File: src/common/ctbu_consts.svh
// Constants for the clear-test branch unit
// Summary of operation
// RULE1 - The bit-clear branch is decoded from opcode 30h as three bytes (opcode, bit address, displacement) and finishes in two machine cycles.
// RULE2 - The bit-clear branch first moves the program counter on by three, then adds the displacement only if the addressed bit is zero.
// RULE3 - The bit-clear branch never writes the addressed bit.
// RULE4 - The bit-clear branch never writes any status flag, carry included.
// RULE5 - The carry-clear branch is decoded from opcode 50h as two bytes (opcode, displacement) and finishes in two machine cycles.
// RULE6 - The carry-clear branch moves the program counter on by two, then adds the displacement only if carry is zero.
// RULE7 - The carry-clear branch leaves the carry flag as it was.
// RULE8 - The displacement is sign-extended and the sum wraps modulo the program counter range.
`ifndef CTBU_CONSTS_SVH
`define CTBU_CONSTS_SVH
`define CTBU_OP_BIT_CLEAR   8'h30
`define CTBU_OP_CARRY_CLEAR 8'h50
`define CTBU_LEN_BIT_CLEAR  16'h0003
`define CTBU_LEN_CARRY_CLR  16'h0002
`define CTBU_MACHINE_CYCLES 2
`define CTBU_PC_RESET       16'h0000
`endif

File: src/common/ctbu_pkg.sv
// Types for the clear-test branch unit
package ctbu_pkg;
    typedef enum logic [3:0] {
        CTBU_IDLE = 4'b0001,
        CTBU_BITA = 4'b0010,
        CTBU_DISP = 4'b0100,
        CTBU_EXEC = 4'b1000
    } ctbu_state_t;
endpackage

File: src/logic/ctbu_target.sv
// Branch target adder with sign extension
`timescale 1ns/10ps
`include "ctbu_consts.svh"
module ctbu_target (
    input  wire logic [15:0] pc_in,
    input  wire logic [15:0] length,
    input  wire logic [7:0]  disp,
    input  wire logic        take,
    output logic      [15:0] pc_out
);
    logic [15:0] seq_pc;
    // Sequential address first, then the optional relative offset
    // RULE2 step past instruction
    assign seq_pc = pc_in + length;
    // RULE8 sign extend and wrap
    assign pc_out = take ? seq_pc + {{8{disp[7]}}, disp} : seq_pc;
endmodule

File: src/logic/ctbu_unit.sv
// Execution of the bit-clear and carry-clear relative branches
`timescale 1ns/10ps
`include "ctbu_consts.svh"
module ctbu_unit (
    input  wire logic        mclk,
    input  wire logic        rst_b,
    input  wire logic        byte_valid,
    input  wire logic [7:0]  byte_data,
    input  wire logic [15:0] pc_start,
    input  wire logic        bit_value,
    input  wire logic        carry_in,
    output logic             busy,
    output logic             bit_addr_valid,
    output logic      [7:0]  bit_addr,
    output logic             pc_load,
    output logic      [15:0] program_counter,
    output logic             branch_taken,
    output logic             carry_out,
    output logic             bit_write_en,
    output logic             flag_write_en
);
    ctbu_pkg::ctbu_state_t state_reg;
    logic        is_bit_reg;
    logic [15:0] pc_base_reg;
    logic [7:0]  disp_reg;
    logic        cycle_reg;
    logic        take_next;
    logic [15:0] target_next;

    // Opcode recognition, shared by operand capture, the busy flag and the foreign-opcode check
    function automatic logic ctbu_is_branch_op(input logic [7:0] b);
        return (b == `CTBU_OP_BIT_CLEAR) || (b == `CTBU_OP_CARRY_CLEAR);
    endfunction

    // Instruction length in bytes, which is also the sequential step
    function automatic logic [15:0] ctbu_instr_len(input logic is_bit);
        return is_bit ? `CTBU_LEN_BIT_CLEAR : `CTBU_LEN_CARRY_CLR;
    endfunction

    // Displacement widened to the counter width with its sign kept, for the checks
    function automatic logic [15:0] ctbu_sext(input logic [7:0] d);
        return {{8{d[7]}}, d};
    endfunction

    // Taken condition: addressed bit zero or carry zero
    // The operand is read live in the last execute cycle, so the core must hold it steady there
    assign take_next = is_bit_reg ? ~bit_value : ~carry_in;

    // Adder kept apart so the sequential and taken targets share one sum
    ctbu_target ctbu_target_inst (
        .pc_in  (pc_base_reg),
        .length (ctbu_instr_len(is_bit_reg)),
        .disp   (disp_reg),
        .take   (take_next),
        .pc_out (target_next)
    );

    // Byte collection sequence; unknown opcodes are ignored
    always_ff @(posedge mclk or negedge rst_b) begin
        if (!rst_b) begin
            state_reg <= ctbu_pkg::CTBU_IDLE;
        end else begin
            case (state_reg)
                ctbu_pkg::CTBU_IDLE: begin
                    // RULE1 bit-clear decode
                    if (byte_valid && byte_data == `CTBU_OP_BIT_CLEAR) begin
                        state_reg <= ctbu_pkg::CTBU_BITA;
                    // RULE5 carry-clear decode
                    end else if (byte_valid && byte_data == `CTBU_OP_CARRY_CLEAR) begin
                        state_reg <= ctbu_pkg::CTBU_DISP;
                    end
                end
                ctbu_pkg::CTBU_BITA: if (byte_valid) begin
                    state_reg <= ctbu_pkg::CTBU_DISP;
                end
                ctbu_pkg::CTBU_DISP: if (byte_valid) begin
                    state_reg <= ctbu_pkg::CTBU_EXEC;
                end
                // Bytes offered while executing are dropped, so the core waits for busy to fall
                ctbu_pkg::CTBU_EXEC: if (cycle_reg) begin
                    state_reg <= ctbu_pkg::CTBU_IDLE;
                end
                default: state_reg <= ctbu_pkg::CTBU_IDLE;
            endcase
        end
    end

    // Operand capture; base address latched with the opcode
    always_ff @(posedge mclk or negedge rst_b) begin
        if (!rst_b) begin
            is_bit_reg  <= 1'b0;
            pc_base_reg <= `CTBU_PC_RESET;
            disp_reg    <= 8'h00;
            bit_addr    <= 8'h00;
        end else begin
            // Only a recognised opcode moves the base, so a foreign byte leaves no trace
            if (state_reg == ctbu_pkg::CTBU_IDLE && byte_valid && ctbu_is_branch_op(byte_data)) begin
                is_bit_reg  <= (byte_data == `CTBU_OP_BIT_CLEAR);
                pc_base_reg <= pc_start;
            end
            // The bit address stays put for the core's bit read until the next bit-clear
            if (state_reg == ctbu_pkg::CTBU_BITA && byte_valid) begin
                bit_addr <= byte_data;
            end
            if (state_reg == ctbu_pkg::CTBU_DISP && byte_valid) begin
                disp_reg <= byte_data;
            end
        end
    end

    // Two execute cycles stand for the two machine cycles of either branch
    // RULE1 RULE5 two machine cycles
    always_ff @(posedge mclk or negedge rst_b) begin
        if (!rst_b) begin
            cycle_reg <= 1'b0;
        end else begin
            cycle_reg <= (state_reg == ctbu_pkg::CTBU_EXEC) && !cycle_reg;
        end
    end

    // Status outputs
    // busy rises at the edge that takes the opcode, so the fetch side can pause at once
    always_ff @(posedge mclk or negedge rst_b) begin
        if (!rst_b) begin
            busy           <= 1'b0;
            bit_addr_valid <= 1'b0;
        end else begin
            busy           <= (state_reg != ctbu_pkg::CTBU_IDLE) || (byte_valid && ctbu_is_branch_op(byte_data));
            bit_addr_valid <= (state_reg == ctbu_pkg::CTBU_BITA) && byte_valid;
        end
    end

    // Program counter update at the end of the second execute cycle
    // The load strobe drops by default every cycle, so the core sees exactly one pulse
    always_ff @(posedge mclk or negedge rst_b) begin
        if (!rst_b) begin
            pc_load         <= 1'b0;
            program_counter <= `CTBU_PC_RESET;
            branch_taken    <= 1'b0;
        end else begin
            pc_load      <= 1'b0;
            branch_taken <= 1'b0;
            if (state_reg == ctbu_pkg::CTBU_EXEC && cycle_reg) begin
                // RULE2 condition and target
                // RULE6 condition and target
                pc_load         <= 1'b1;
                program_counter <= target_next;
                branch_taken    <= take_next;
            end
        end
    end

    // Neither branch ever writes the tested bit or a flag; carry passes through
    // The write enables exist only so the core's write paths are visibly tied off
    always_ff @(posedge mclk or negedge rst_b) begin
        if (!rst_b) begin
            bit_write_en  <= 1'b0;
            flag_write_en <= 1'b0;
            carry_out     <= 1'b0;
        end else begin
            // RULE3 bit untouched
            bit_write_en  <= 1'b0;
            // RULE4 flags untouched
            flag_write_en <= 1'b0;
            // RULE7 carry preserved
            carry_out     <= carry_in;
        end
    end

    // Checks
    logic [15:0] exp_seq;
    assign exp_seq = pc_base_reg + ctbu_instr_len(is_bit_reg);

    // Decode and operand capture
    bit_opcode_a: assert property (@(posedge mclk) disable iff (!rst_b) // RULE1
        (state_reg == ctbu_pkg::CTBU_IDLE && byte_valid && byte_data == `CTBU_OP_BIT_CLEAR)
        |=> state_reg == ctbu_pkg::CTBU_BITA) else $error("bit-clear opcode not decoded");
    carry_opcode_a: assert property (@(posedge mclk) disable iff (!rst_b) // RULE5
        (state_reg == ctbu_pkg::CTBU_IDLE && byte_valid && byte_data == `CTBU_OP_CARRY_CLEAR)
        |=> state_reg == ctbu_pkg::CTBU_DISP) else $error("carry-clear opcode not decoded");
    addr_capture_a: assert property (@(posedge mclk) disable iff (!rst_b) // RULE1
        (state_reg == ctbu_pkg::CTBU_BITA && byte_valid)
        |=> bit_addr_valid && bit_addr == $past(byte_data)) else $error("bit address not captured");
    foreign_ignored_a: assert property (@(posedge mclk) disable iff (!rst_b) // RULE5
        (state_reg == ctbu_pkg::CTBU_IDLE && byte_valid && !ctbu_is_branch_op(byte_data))
        |=> state_reg == ctbu_pkg::CTBU_IDLE) else $error("foreign opcode accepted");

    // Timing of the two execute cycles and the load pulse
    exec_length_a: assert property (@(posedge mclk) disable iff (!rst_b) // RULE1
        $rose(state_reg == ctbu_pkg::CTBU_EXEC) |-> ##2 pc_load) else $error("execute not two cycles");
    load_pulse_a: assert property (@(posedge mclk) disable iff (!rst_b) // RULE6
        pc_load |=> !pc_load) else $error("load strobe held too long");

    // Target arithmetic on both outcomes of both forms
    bit_not_taken_a: assert property (@(posedge mclk) disable iff (!rst_b) // RULE2
        (state_reg == ctbu_pkg::CTBU_EXEC && cycle_reg && is_bit_reg && bit_value)
        |=> program_counter == $past(exp_seq) && !branch_taken) else $error("bit-clear wrong fallthrough");
    bit_taken_a: assert property (@(posedge mclk) disable iff (!rst_b) // RULE2
        (state_reg == ctbu_pkg::CTBU_EXEC && cycle_reg && is_bit_reg && !bit_value)
        |=> program_counter == $past(exp_seq) + ctbu_sext($past(disp_reg)) && branch_taken)
        else $error("bit-clear wrong target");
    carry_taken_a: assert property (@(posedge mclk) disable iff (!rst_b) // RULE6
        (state_reg == ctbu_pkg::CTBU_EXEC && cycle_reg && !is_bit_reg && !carry_in)
        |=> program_counter == $past(exp_seq) + ctbu_sext($past(disp_reg)))
        else $error("carry-clear wrong target");
    carry_not_taken_a: assert property (@(posedge mclk) disable iff (!rst_b) // RULE6
        (state_reg == ctbu_pkg::CTBU_EXEC && cycle_reg && !is_bit_reg && carry_in)
        |=> program_counter == $past(exp_seq) && !branch_taken) else $error("carry-clear wrong fallthrough");
    sign_wrap_a: assert property (@(posedge mclk) disable iff (!rst_b) // RULE8
        (pc_load && branch_taken) |-> program_counter - $past(exp_seq, 1) == ctbu_sext($past(disp_reg)))
        else $error("displacement not sign-extended");

    // Side effects: nothing written back, carry passed through untouched
    bit_kept_a: assert property (@(posedge mclk) disable iff (!rst_b) // RULE3
        busy |-> !bit_write_en) else $error("tested bit written");
    flags_kept_a: assert property (@(posedge mclk) disable iff (!rst_b) // RULE4
        busy |-> !flag_write_en) else $error("flag written");
    carry_kept_a: assert property (@(posedge mclk) disable iff (!rst_b) // RULE7
        ##1 carry_out == $past(carry_in)) else $error("carry changed");

    // Main scenarios: each outcome of each form and a backward jump
    cover property (@(posedge mclk) disable iff (!rst_b) pc_load && !branch_taken && !is_bit_reg);
    cover property (@(posedge mclk) disable iff (!rst_b) pc_load && branch_taken && is_bit_reg);
    cover property (@(posedge mclk) disable iff (!rst_b) pc_load && !branch_taken && is_bit_reg);
    cover property (@(posedge mclk) disable iff (!rst_b) pc_load && branch_taken && !is_bit_reg);
    cover property (@(posedge mclk) disable iff (!rst_b) pc_load && branch_taken && disp_reg[7]);
endmodule

File: config.mk
export PLATFORM = sky130hd
export DESIGN_NAME = ctbu_unit
export DESIGN_NICKNAME = d
export VERILOG_FILES = /design/src/common/ctbu_pkg.sv /design/src/logic/ctbu_target.sv /design/src/logic/ctbu_unit.sv
export VERILOG_INCLUDE_DIRS = /design/src /design/src/common
export SDC_FILE = /design/constraint.sdc
export NUM_CORES = 1
export LEC_CHECK = 0
export ABC_AREA = 0
export BUFFER_PORTS_ARGS = -buffer_cell sky130_fd_sc_hd__buf_2
export CAP_MARGIN = 15
export CORE_MARGIN = 10
export CORE_UTILIZATION = 53
export CTS_BUF_LIST = sky130_fd_sc_hd__clkbuf_16
export DETAILED_ROUTE_END_ITERATION = 7
export GPL_ROUTABILITY_DRIVEN = 0
export MAX_ROUTING_LAYER = met4
export PLACE_DENSITY = 0.88
export SKIP_LAST_GASP = 1
export SLEW_MARGIN = 30
export SYNTH_ARGS = -nofsm -noshare
export SYNTH_HDL_FRONTEND = slang
export SYNTH_SLANG_ARGS = --single-unit
File: constraint.sdc
create_clock -name mclk -period 5.05 [get_ports mclk]
set_input_delay 0.2525 -clock mclk [delete_from_list [all_inputs] [get_ports mclk]]
set_output_delay 0.2525 -clock mclk [all_outputs]
set_load 0.01 [all_outputs]
==> results.toml, run 1 <==
[routing]
wirelength_mm = 8.13
first_pass_iters = 5
antenna_left = 0
vias = 2824
wl_per_cell_um = 16.8
drc_errors = 0
via_per_inst = 5.82
drt-initial-drc-count = 231

[layout]
multi_input_area_sq_um = 1860
drive_gt1_frac = 0.260
fill_cells = 478
final_common_cell = "dfrtp_1"
seq_area_sq_um = 1480
num_antenna_cells = 0
area_delta_synth_final_pct = 19.3
fin_nets = 453
layout_common_cells = "58 x dfrtp_1, 57 x buf_2, 33 x nand2_1"
fin_cells = 485

[pwr]
powerDensity_nw_per_um2 = 449
power_frac_seq = 0.340
p_clk_frac = 0.342
internal-power_w = 0.00125
vdd_drop_max_v = 0.000265
p_leak_nw = 2.10
power.switching_w = 0.000592
pwr-share-comb = 0.318
swShare = 0.322

[grt]
grt_pass1_wl_mm = 13.6
grt_pass1_vias = 2858
track_usage = 0.170
grt_overflow = 0
grt_max_degree = 60
antenna_found_initial = 0

[clock_tree]
clock_sinks = 59
hold_buffers = 0
postCtsSetupBuffers = 0
cts_buffers = 9
clk_pin_slew_ps = 50
root_buffer = "clkbuf_16"
htreeDepth = 3
cts_buffer_depth = 2
clock_latency_ps = 330
cts_resized = 0
tritoncts = "done"

[logic_synthesis]
synth-edff-count = 0
synth_ff_type = "dfrtp_1"
synthArstFlopShare = 1.00
synth-seq-cells = 59
yosysUniqueCellTypes = 50
ys.warnings.count = 0
netlist_instances = 343
syn-cell-area_sq_um = 3430
syn_avg_cell_area_sq_um = 10.0
ys_seq_area_frac = 0.431

[setup_path]
end_kind = "flop"
cp_max_fo = 7
slowest_delay_ps = 440
worst_ep_required_time_ps = 5250
arrival_ps = 3700
start_kind = "flop"
slowest_stage = "dfrtp_1"
crit_chain = "ha_1 -> o2111ai_1 -> nor2_1 -> and3_1 -> nand3_1 -> xnor2_1 -> ha_1 -> and3_4 -> and3_1 -> o22a_1 -> or3_1 -> nand3_2 -> xnor2_1 -> o21ai_1"
critPathKind = "reg2reg"

[place]
dp.cells = 469
pre_cts_slack_ps = 1650
portBuffers = 57
dp.final_hpwl_mm = 5.96

[job]
maxCapViolCount = 0

[sta]
tns_ps = 0
hold_ws_ps = 66.0
finalSetupViolCount = 0
drv_slew = 0
fmax_mhz = 286
fin_ws_ps = 1560
tightest_slew_ps = 775
fin_skew_ps = 7.05
min_period_ps = 3490
final-hold-violation-count = 0
max-slew-margin-rel = 0.473
finalCritPeriodShare = 0.692
rsz0062_at_grt = "no"

[floorplan]
die_height_um = 100
num_rows = 29
start_util = 0.544
io-pin-count = 60
die_area_sq_um = 10100
die_w_um = 100
fp.coreArea_sq_um = 6310

[min_path]
hp-class = "in2async"

[run_status]
status = "finished clean"
[metal layers]
metal / share of wire / vias up / track usage
met1: 0.42 / 1355 / 0.191
met3: 0.066 / 20 / 0.0514
met5: 0 / - / -
met4: 0.026 / 0 / 0.0717
met2: 0.49 / 114 / 0.274
li1: - / 1335 / -
[cells in the mapped netlist (5+ instances only)]
master	n	share of area
dfrtp_1	58	0.42
nand2_1	33	0.036
nor2_1	28	0.031
a21oi_1	27	0.039
mux2_2	22	0.072
ha_1	20	0.073
o21ai_0	20	0.029
xnor2_1	19	0.048
inv_1	13	0.014
mux2_1	10	0.033
xor2_1	10	0.026
clkbuf_1	7	0.0077
nand3_1	7	0.010
a21o_1	6	0.013
a31oi_1	5	0.0091
[worst max-delay path: cells and delay by family, from the launching register on]
family	cells	cell delay (ps)
adders and majority gates	2	580
DFF	1	440
and+or+nand+nor	7	1530
xor gates and xnor gates	2	360
AOI/OAI and AO/OA	3	470
[metrics by stage]
step / util / total power, W / area, sq um
final: 0.649 / 0.00184 / 4100
after global routing: 0.649 / 0.00194 / 4100
after CTS: 0.649 / 0.00184 / 4100
after detailed placement: 0.599 / 0.00120 / 3780
after global placement: 0.599 / 0.00117 / 3780
after floorplan: - / 0.00106 / 3440
[layout make-up]
class	count	share of cell area
flip-flops and latches	59	0.361
repair buffers	59	0.0733
clock inverters	7	0.0208
clock buffers	9	0.0550
inverters	13	0.0119
well taps	77	0.0235
multi-input cells	261	0.455
[power by group through the flow]
stage                     Sequential [W]  Clock (W)  Combinational [W]
after floorplan                 0.000610          0           0.000448
after global placement          0.000626          0           0.000544
after detailed placement        0.000631          0           0.000570
after CTS                       0.000624   0.000636           0.000580
after global routing            0.000633   0.000652           0.000653
final                           0.000626   0.000628           0.000584
[cells by family (layout without fill, tap and decap cells)]
logic type / after synthesis / count (layout) / share of synthesized area
simple gates: 94 / 94 / 0.132
compound gates: 81 / 81 / 0.144
flops: 59 / 59 / 0.431
mux: 34 / 34 / 0.111
xor+xnor: 29 / 29 / 0.0740
buf+inv: 24 / 88 / 0.0292
fa+ha+maj: 21 / 21 / 0.0787
other cells: 1 / 2 / 0.00109
[path summary, 6_finish.rpt]
| kind | start | end | slack, ps | depth (start not counted) |
|---|---|---|---|---|
| min | rst_b | pc_base_reg[1]$_DFFE_PN0P_ | 70 | 2 |
| max | is_bit_reg$_DFFE_PN0P_ | program_counter[15]$_DFFE_PN0P_ | 1560 | 14 |
| min in group mclk | carry_in | carry_out$_DFF_PN0_ | 110 | 1 |
| max in group asynchronous | rst_b | pc_base_reg[6]$_DFFE_PN0P_ | 4500 | 2 |
| max reg2reg | is_bit_reg$_DFFE_PN0P_ | program_counter[15]$_DFFE_PN0P_ | 1560 | 14 |
| min reg2reg | program_counter[4]$_DFFE_PN0P_ | program_counter[4]$_DFFE_PN0P_ | 480 | 2 |
Power figures use the tool's default switching activity.
==> run 2: changes to the inputs <==
clock period = 3.3 ns   (was 5.05 ns; I/O delays follow)
==> results.toml, run 2 (synthesis results as in run 1) <==
[floorplan]
die_area_sq_um = 10100
num_rows = 29
die_w_um = 100
start_util = 0.544
fp.coreArea_sq_um = 6310
die_height_um = 100
io-pin-count = 60

[clock_tree]
root_buffer = "clkbuf_16"
htreeDepth = 3
cts_buffer_depth = 2
clk_pin_slew_ps = 50
cts_buffers = 9
clock_sinks = 59
tritoncts = "done"
clock_latency_ps = 330

[sta]
tns_ps = 0
final-hold-violation-count = 0
tightest_slew_ps = 676
max-slew-margin-rel = 0.548
hold_ws_ps = 49.2
drv_slew = 0
fmax_mhz = 316
min_period_ps = 3160
finalCritPeriodShare = 0.958
rsz0062_at_grt = "yes"
finalSetupViolCount = 0
fin_skew_ps = 8.97

[setup_path]
end_kind = "flop"
start_kind = "flop"
arrival_ps = 3360
cp_max_fo = 5
critPathKind = "reg2reg"
worst_ep_required_time_ps = 3500

[grt]
grt_pass1_vias = 2891
antenna_found_initial = 0
grt_overflow = 0
grt_pass1_wl_mm = 13.6
grt_max_degree = 34
track_usage = 0.171

[place]
portBuffers = 57
dp.cells = 472
dp.final_hpwl_mm = 6.09

[pwr]
p_leak_nw = 2.15
vdd_drop_max_v = 0.000366
powerDensity_nw_per_um2 = 665

[layout]
fill_cells = 466
layout_common_cells = "58 x dfrtp_1, 57 x buf_2, 33 x nand2_1"
num_antenna_cells = 0
area_delta_synth_final_pct = 21.7
fin_cells = 493
fin_nets = 461
final_common_cell = "dfrtp_1"
drive_gt1_frac = 0.286

[routing]
antenna_left = 0
drc_errors = 0
drt-initial-drc-count = 155
wirelength_mm = 8.59
via_per_inst = 5.78
first_pass_iters = 7
vias = 2849
wl_per_cell_um = 17.4

[min_path]
hp-class = "in2reg"

[job]
maxCapViolCount = 0

[run_status]
status = "finished clean"
run 2: path summary, 6_finish.rpt:
kind / startpoint / endpoint / slack [ps] / cells after the start
setup reg to reg: is_bit_reg$_DFFE_PN0P_ / program_counter[15]$_DFFE_PN0P_ / 140 / 14
hold / removal: pc_start[5] / pc_base_reg[5]$_DFFE_PN0P_ / 50 / 2
max in group asynchronous: rst_b / program_counter[5]$_DFFE_PN0P_ / 2100 / 3
setup / recovery: is_bit_reg$_DFFE_PN0P_ / program_counter[15]$_DFFE_PN0P_ / 140 / 14
hold reg to reg: program_counter[4]$_DFFE_PN0P_ / program_counter[4]$_DFFE_PN0P_ / 480 / 2
min in group asynchronous: rst_b / state_reg[2]$_DFFE_PN0P_ / 370 / 2
run 2: layer usage:
layer,GRT usage,vias up,share of wire,routed length (um)
met5,-,-,0,0
met2,0.273,124,0.49,4170
met1,0.188,1348,0.41,3500
met4,0.0815,0,0.027,230
met3,0.0556,27,0.080,685
li1,-,1350,-,-
run 2: final cells by class:
cell class | instances | area [sq um] | area share
multi-input combinational | 261 | 1900 | 0.455
sequential | 59 | 1480 | 0.354
timing repair buffer | 67 | 365 | 0.0875
clock buffer | 9 | 225 | 0.0539
tap | 77 | 96.3 | 0.0231
clock inverter | 7 | 60.1 | 0.0144
inverter | 13 | 48.8 | 0.0117
run 2: repair_timing:
item | in CTS | in global routing
hold endpoints to repair | 26 | 0
hold buffers | 2 | 0
setup buffers | 0 | 3
setup endpoints to repair | 0 | 4
resized for setup | 0 | 9
run 2: where the power goes:
part	internal [W]	switching [W]
Sequential	0.000836	0.000124
Combinational	0.000443	0.000491
Clock	0.000572	0.000311
run 2: through the flow:
step | total power, W | utilization | area (sq um) | setup WS [ps]
3_3_place_gp | 0.00180 | 0.602 | 3800 | 218
6_report | 0.00278 | 0.661 | 4180 | 139
4_1_cts | 0.00274 | 0.651 | 4110 | 66.9
5_1_grt | 0.00293 | 0.661 | 4180 | -77.3
2_1_floorplan | 0.00162 | - | 3440 | 261
3_5_place_dp | 0.00184 | 0.602 | 3800 | 111
run 2: critical path, cell delays in order, from the launching register on:
cell	delay, ps
dfrtp_1	360
ha_1	230
inv_1	80
ha_1	270
nor2_4	200
nand3_1	130
xnor2_1	240
ha_1	300
and3_4	190
and3_1	160
o22a_1	220
or3_1	390
nand3_2	90
xnor2_1	110
o21ai_1	70
==> run 3: changes to the inputs <==
ABC_CLOCK_PERIOD_IN_PS = 2800   (was not set)
CORE_UTILIZATION = 52   (was 53)
PLACE_DENSITY = 0.89   (was 0.88)
SYNTH_HIERARCHICAL = 1   (was not set)
clock period = 2.8 ns   (was 3.3 ns; I/O delays follow)
==> results.toml, run 3 <==
[setup_path]
worst_ep_required_time_ps = 3020
end_kind = "flop"
crit_buf_inv = 2
r2r_start = "is_bit_reg$_DFFE_PN0P_"
slowest_delay_ps = 410
start_kind = "flop"
crit_chain = "ha_4 -> fa_2 -> a21oi_4 -> nor2_2 -> o21a_2 -> o211a_1 -> o32ai_2 -> inv_1 -> ha_4 -> buf_4 -> nand4_1 -> o21ai_2 -> mux2i_1 -> xnor2_1 -> mux2_2"
arrival_ps = 3960
crit_path_start = "is_bit_reg$_DFFE_PN0P_"
critPathKind = "reg2reg"
cp_top_family = "compound AO/OA/AOI/OAI gates"
slowest_stage = "dfrtp_1"
cp_max_fo = 4
path_common_cell = "ha_4"

[clock_tree]
cts_buffers = 9
root_buffer = "clkbuf_16"
clk_pin_slew_ps = 50
tritoncts = "done"
htreeDepth = 3
clock_latency_ps = 340
clock_sinks = 59
cts_buffer_depth = 2

[sta]
max-slew-margin-rel = 0.573
hold_ws_ps = 30.7
fin_ws_ps = -933
tightest_slew_ps = 640
fmax_mhz = 268
final-hold-violation-count = 0
min_period_ps = 3730
fin_skew_ps = 9.23
finalCritPeriodShare = 1.33
rsz0062_at_grt = "yes"
drv_slew = 0
finalSetupViolCount = 12

[pwr]
vdd_drop_max_v = 0.000427
internal-power_w = 0.00204
p_clk_frac = 0.368
power.switching_w = 0.000888
powerDensity_nw_per_um2 = 531
power_frac_seq = 0.313
p_leak_nw = 2.86
swShare = 0.303
finalPower_w = 0.00293
pwr-share-comb = 0.319

[floorplan]
die_area_sq_um = 11500
num_rows = 31
start_util = 0.539
die_height_um = 107
die_w_um = 107
fp.coreArea_sq_um = 7330
io-pin-count = 60

[layout]
fin_cells = 611
final_common_cell = "buf_4"
fill_cells = 435
num_antenna_cells = 0
layout_common_cells = "67 x buf_4, 58 x dfrtp_1, 57 x buf_2"
final_util = 0.752
drive_gt1_frac = 0.488
fin_nets = 571
area_delta_synth_final_pct = 39.5

[grt]
antenna_found_initial = 0
grt_max_degree = 34
grt_overflow = 0
grt_pass1_vias = 3768
track_usage = 0.197
grt_pass1_wl_mm = 17.7

[routing]
wl_per_cell_um = 19.5
wirelength_mm = 11.9
via_per_inst = 5.79
antenna_left = 0
drt-initial-drc-count = 165
vias = 3540
drc_errors = 0
first_pass_iters = 4

[logic_synthesis]
yosys.area.top_type = "dfrtp_1"
synth_ff_type = "dfrtp_1"
synthTopCellsByArea = "dfrtp_1 37%, mux2_2 13%, ha_1 10%, xnor2_1 3.5%, mux2_4 3.0%"
netlist_instances = 359
yosysUniqueCellTypes = 60
syn_avg_cell_area_sq_um = 11.0
ys_top_cells_by_count = "58 x dfrtp_1, 47 x mux2_2, 33 x ha_1"
yosysMostFrequentCell = "dfrtp_1"
synth_top_area_frac = 0.367
ys.warnings.count = 6
synth-edff-count = 0
syn-cell-area_sq_um = 3950
synthArstFlopShare = 1.00
synth-seq-cells = 59
ys_seq_area_frac = 0.374

[run_status]
violations = "setup timing"
status = "complete, but fails checks"

[place]
pre_cts_slack_ps = -914
dp.cells = 575
portBuffers = 57
dp.final_hpwl_mm = 7.53

[min_path]
hp-class = "in2reg"
hold_start = "pc_start[15]"

[job]
maxCapViolCount = 0
==> run 3: cell types whose count changed in the layout (fill, tap and decap cells not counted), sizes merged, moves of 5 or more <==
cell / change
nor2: -10
nor2b: +5
conb: +16
ha: +13
o21a: +8
mux2: +23
nand2: -12
buf: +60
a21oi: -5
nand3: -7
==> run 3: logic make-up after synthesis <==
group / share of synthesized area
xor+xnor: 0.0576
mux: 0.177
buf+inv: 0.0174
fa+ha+maj: 0.115
flops: 0.374
other cells: 0.00190
compound gates: 0.151
simple gates: 0.107
==> run 3: repair_timing <==
| action | in CTS | in global routing |
|---|---|---|
| setup endpoints to repair | 11 | 11 |
| endpoints found under the hold margin | 27 | 0 |
| buffers inserted | 10 | 9 |
| pin swaps | 19 | 39 |
| gates cloned | 0 | 0 |
| hold buffers | 2 | 0 |
| gates resized for setup | 26 | 23 |
==> run 3: final cells by class <==
| cell class | count | area (sq um) | share of cell area |
|---|---|---|---|
| Clock buffer | 9 | 225 | 0.0408 |
| Clock inverter | 7 | 62.6 | 0.0113 |
| Timing Repair Buffer | 127 | 820 | 0.149 |
| Sequential cell | 59 | 1480 | 0.268 |
| Inverter | 8 | 30.0 | 0.00545 |
| Multi-Input combinational cell | 302 | 2780 | 0.503 |
| Tap cell | 99 | 124 | 0.0225 |
==> run 3: worst paths after layout <==
path,end,slack (ps),depth (start not counted)
min reg2reg,program_counter[12]$_DFFE_PN0P_,500,1
max reg2reg,program_counter[15]$_DFFE_PN0P_,-930,15
max in group asynchronous,state_reg[0]$_DFFE_PN1P_,1560,3
min in group asynchronous,program_counter[11]$_DFFE_PN0P_,350,2
max,program_counter[15]$_DFFE_PN0P_,-930,15
min,pc_base_reg[15]$_DFFE_PN0P_,30,2
==> run 3: routing by layer <==
metal,wire [um],track usage
met5,0,-
met4,492,0.103
met3,758,0.0491
met2,6020,0.327
met1,4670,0.213
==> run 3: power groups by stage <==
stage          clock (W)  combinational [W]  sequential [W]
6_report         0.00108           0.000934        0.000918
4_1_cts          0.00108           0.000811        0.000917
3_3_place_gp           0           0.000708        0.000928
5_1_grt          0.00112            0.00100        0.000922
2_1_floorplan          0           0.000441        0.000935
3_5_place_dp           0           0.000738        0.000930
==> run 3: stage by stage <==
step | cell area, sq um | setup TNS [ps]
floorplan | 4080 | -3130
CTS | 5340 | -5140
finish | 5510 | -7580
global placement | 4830 | -4790
detailed placement | 4830 | -5830
global route | 5510 | -8950
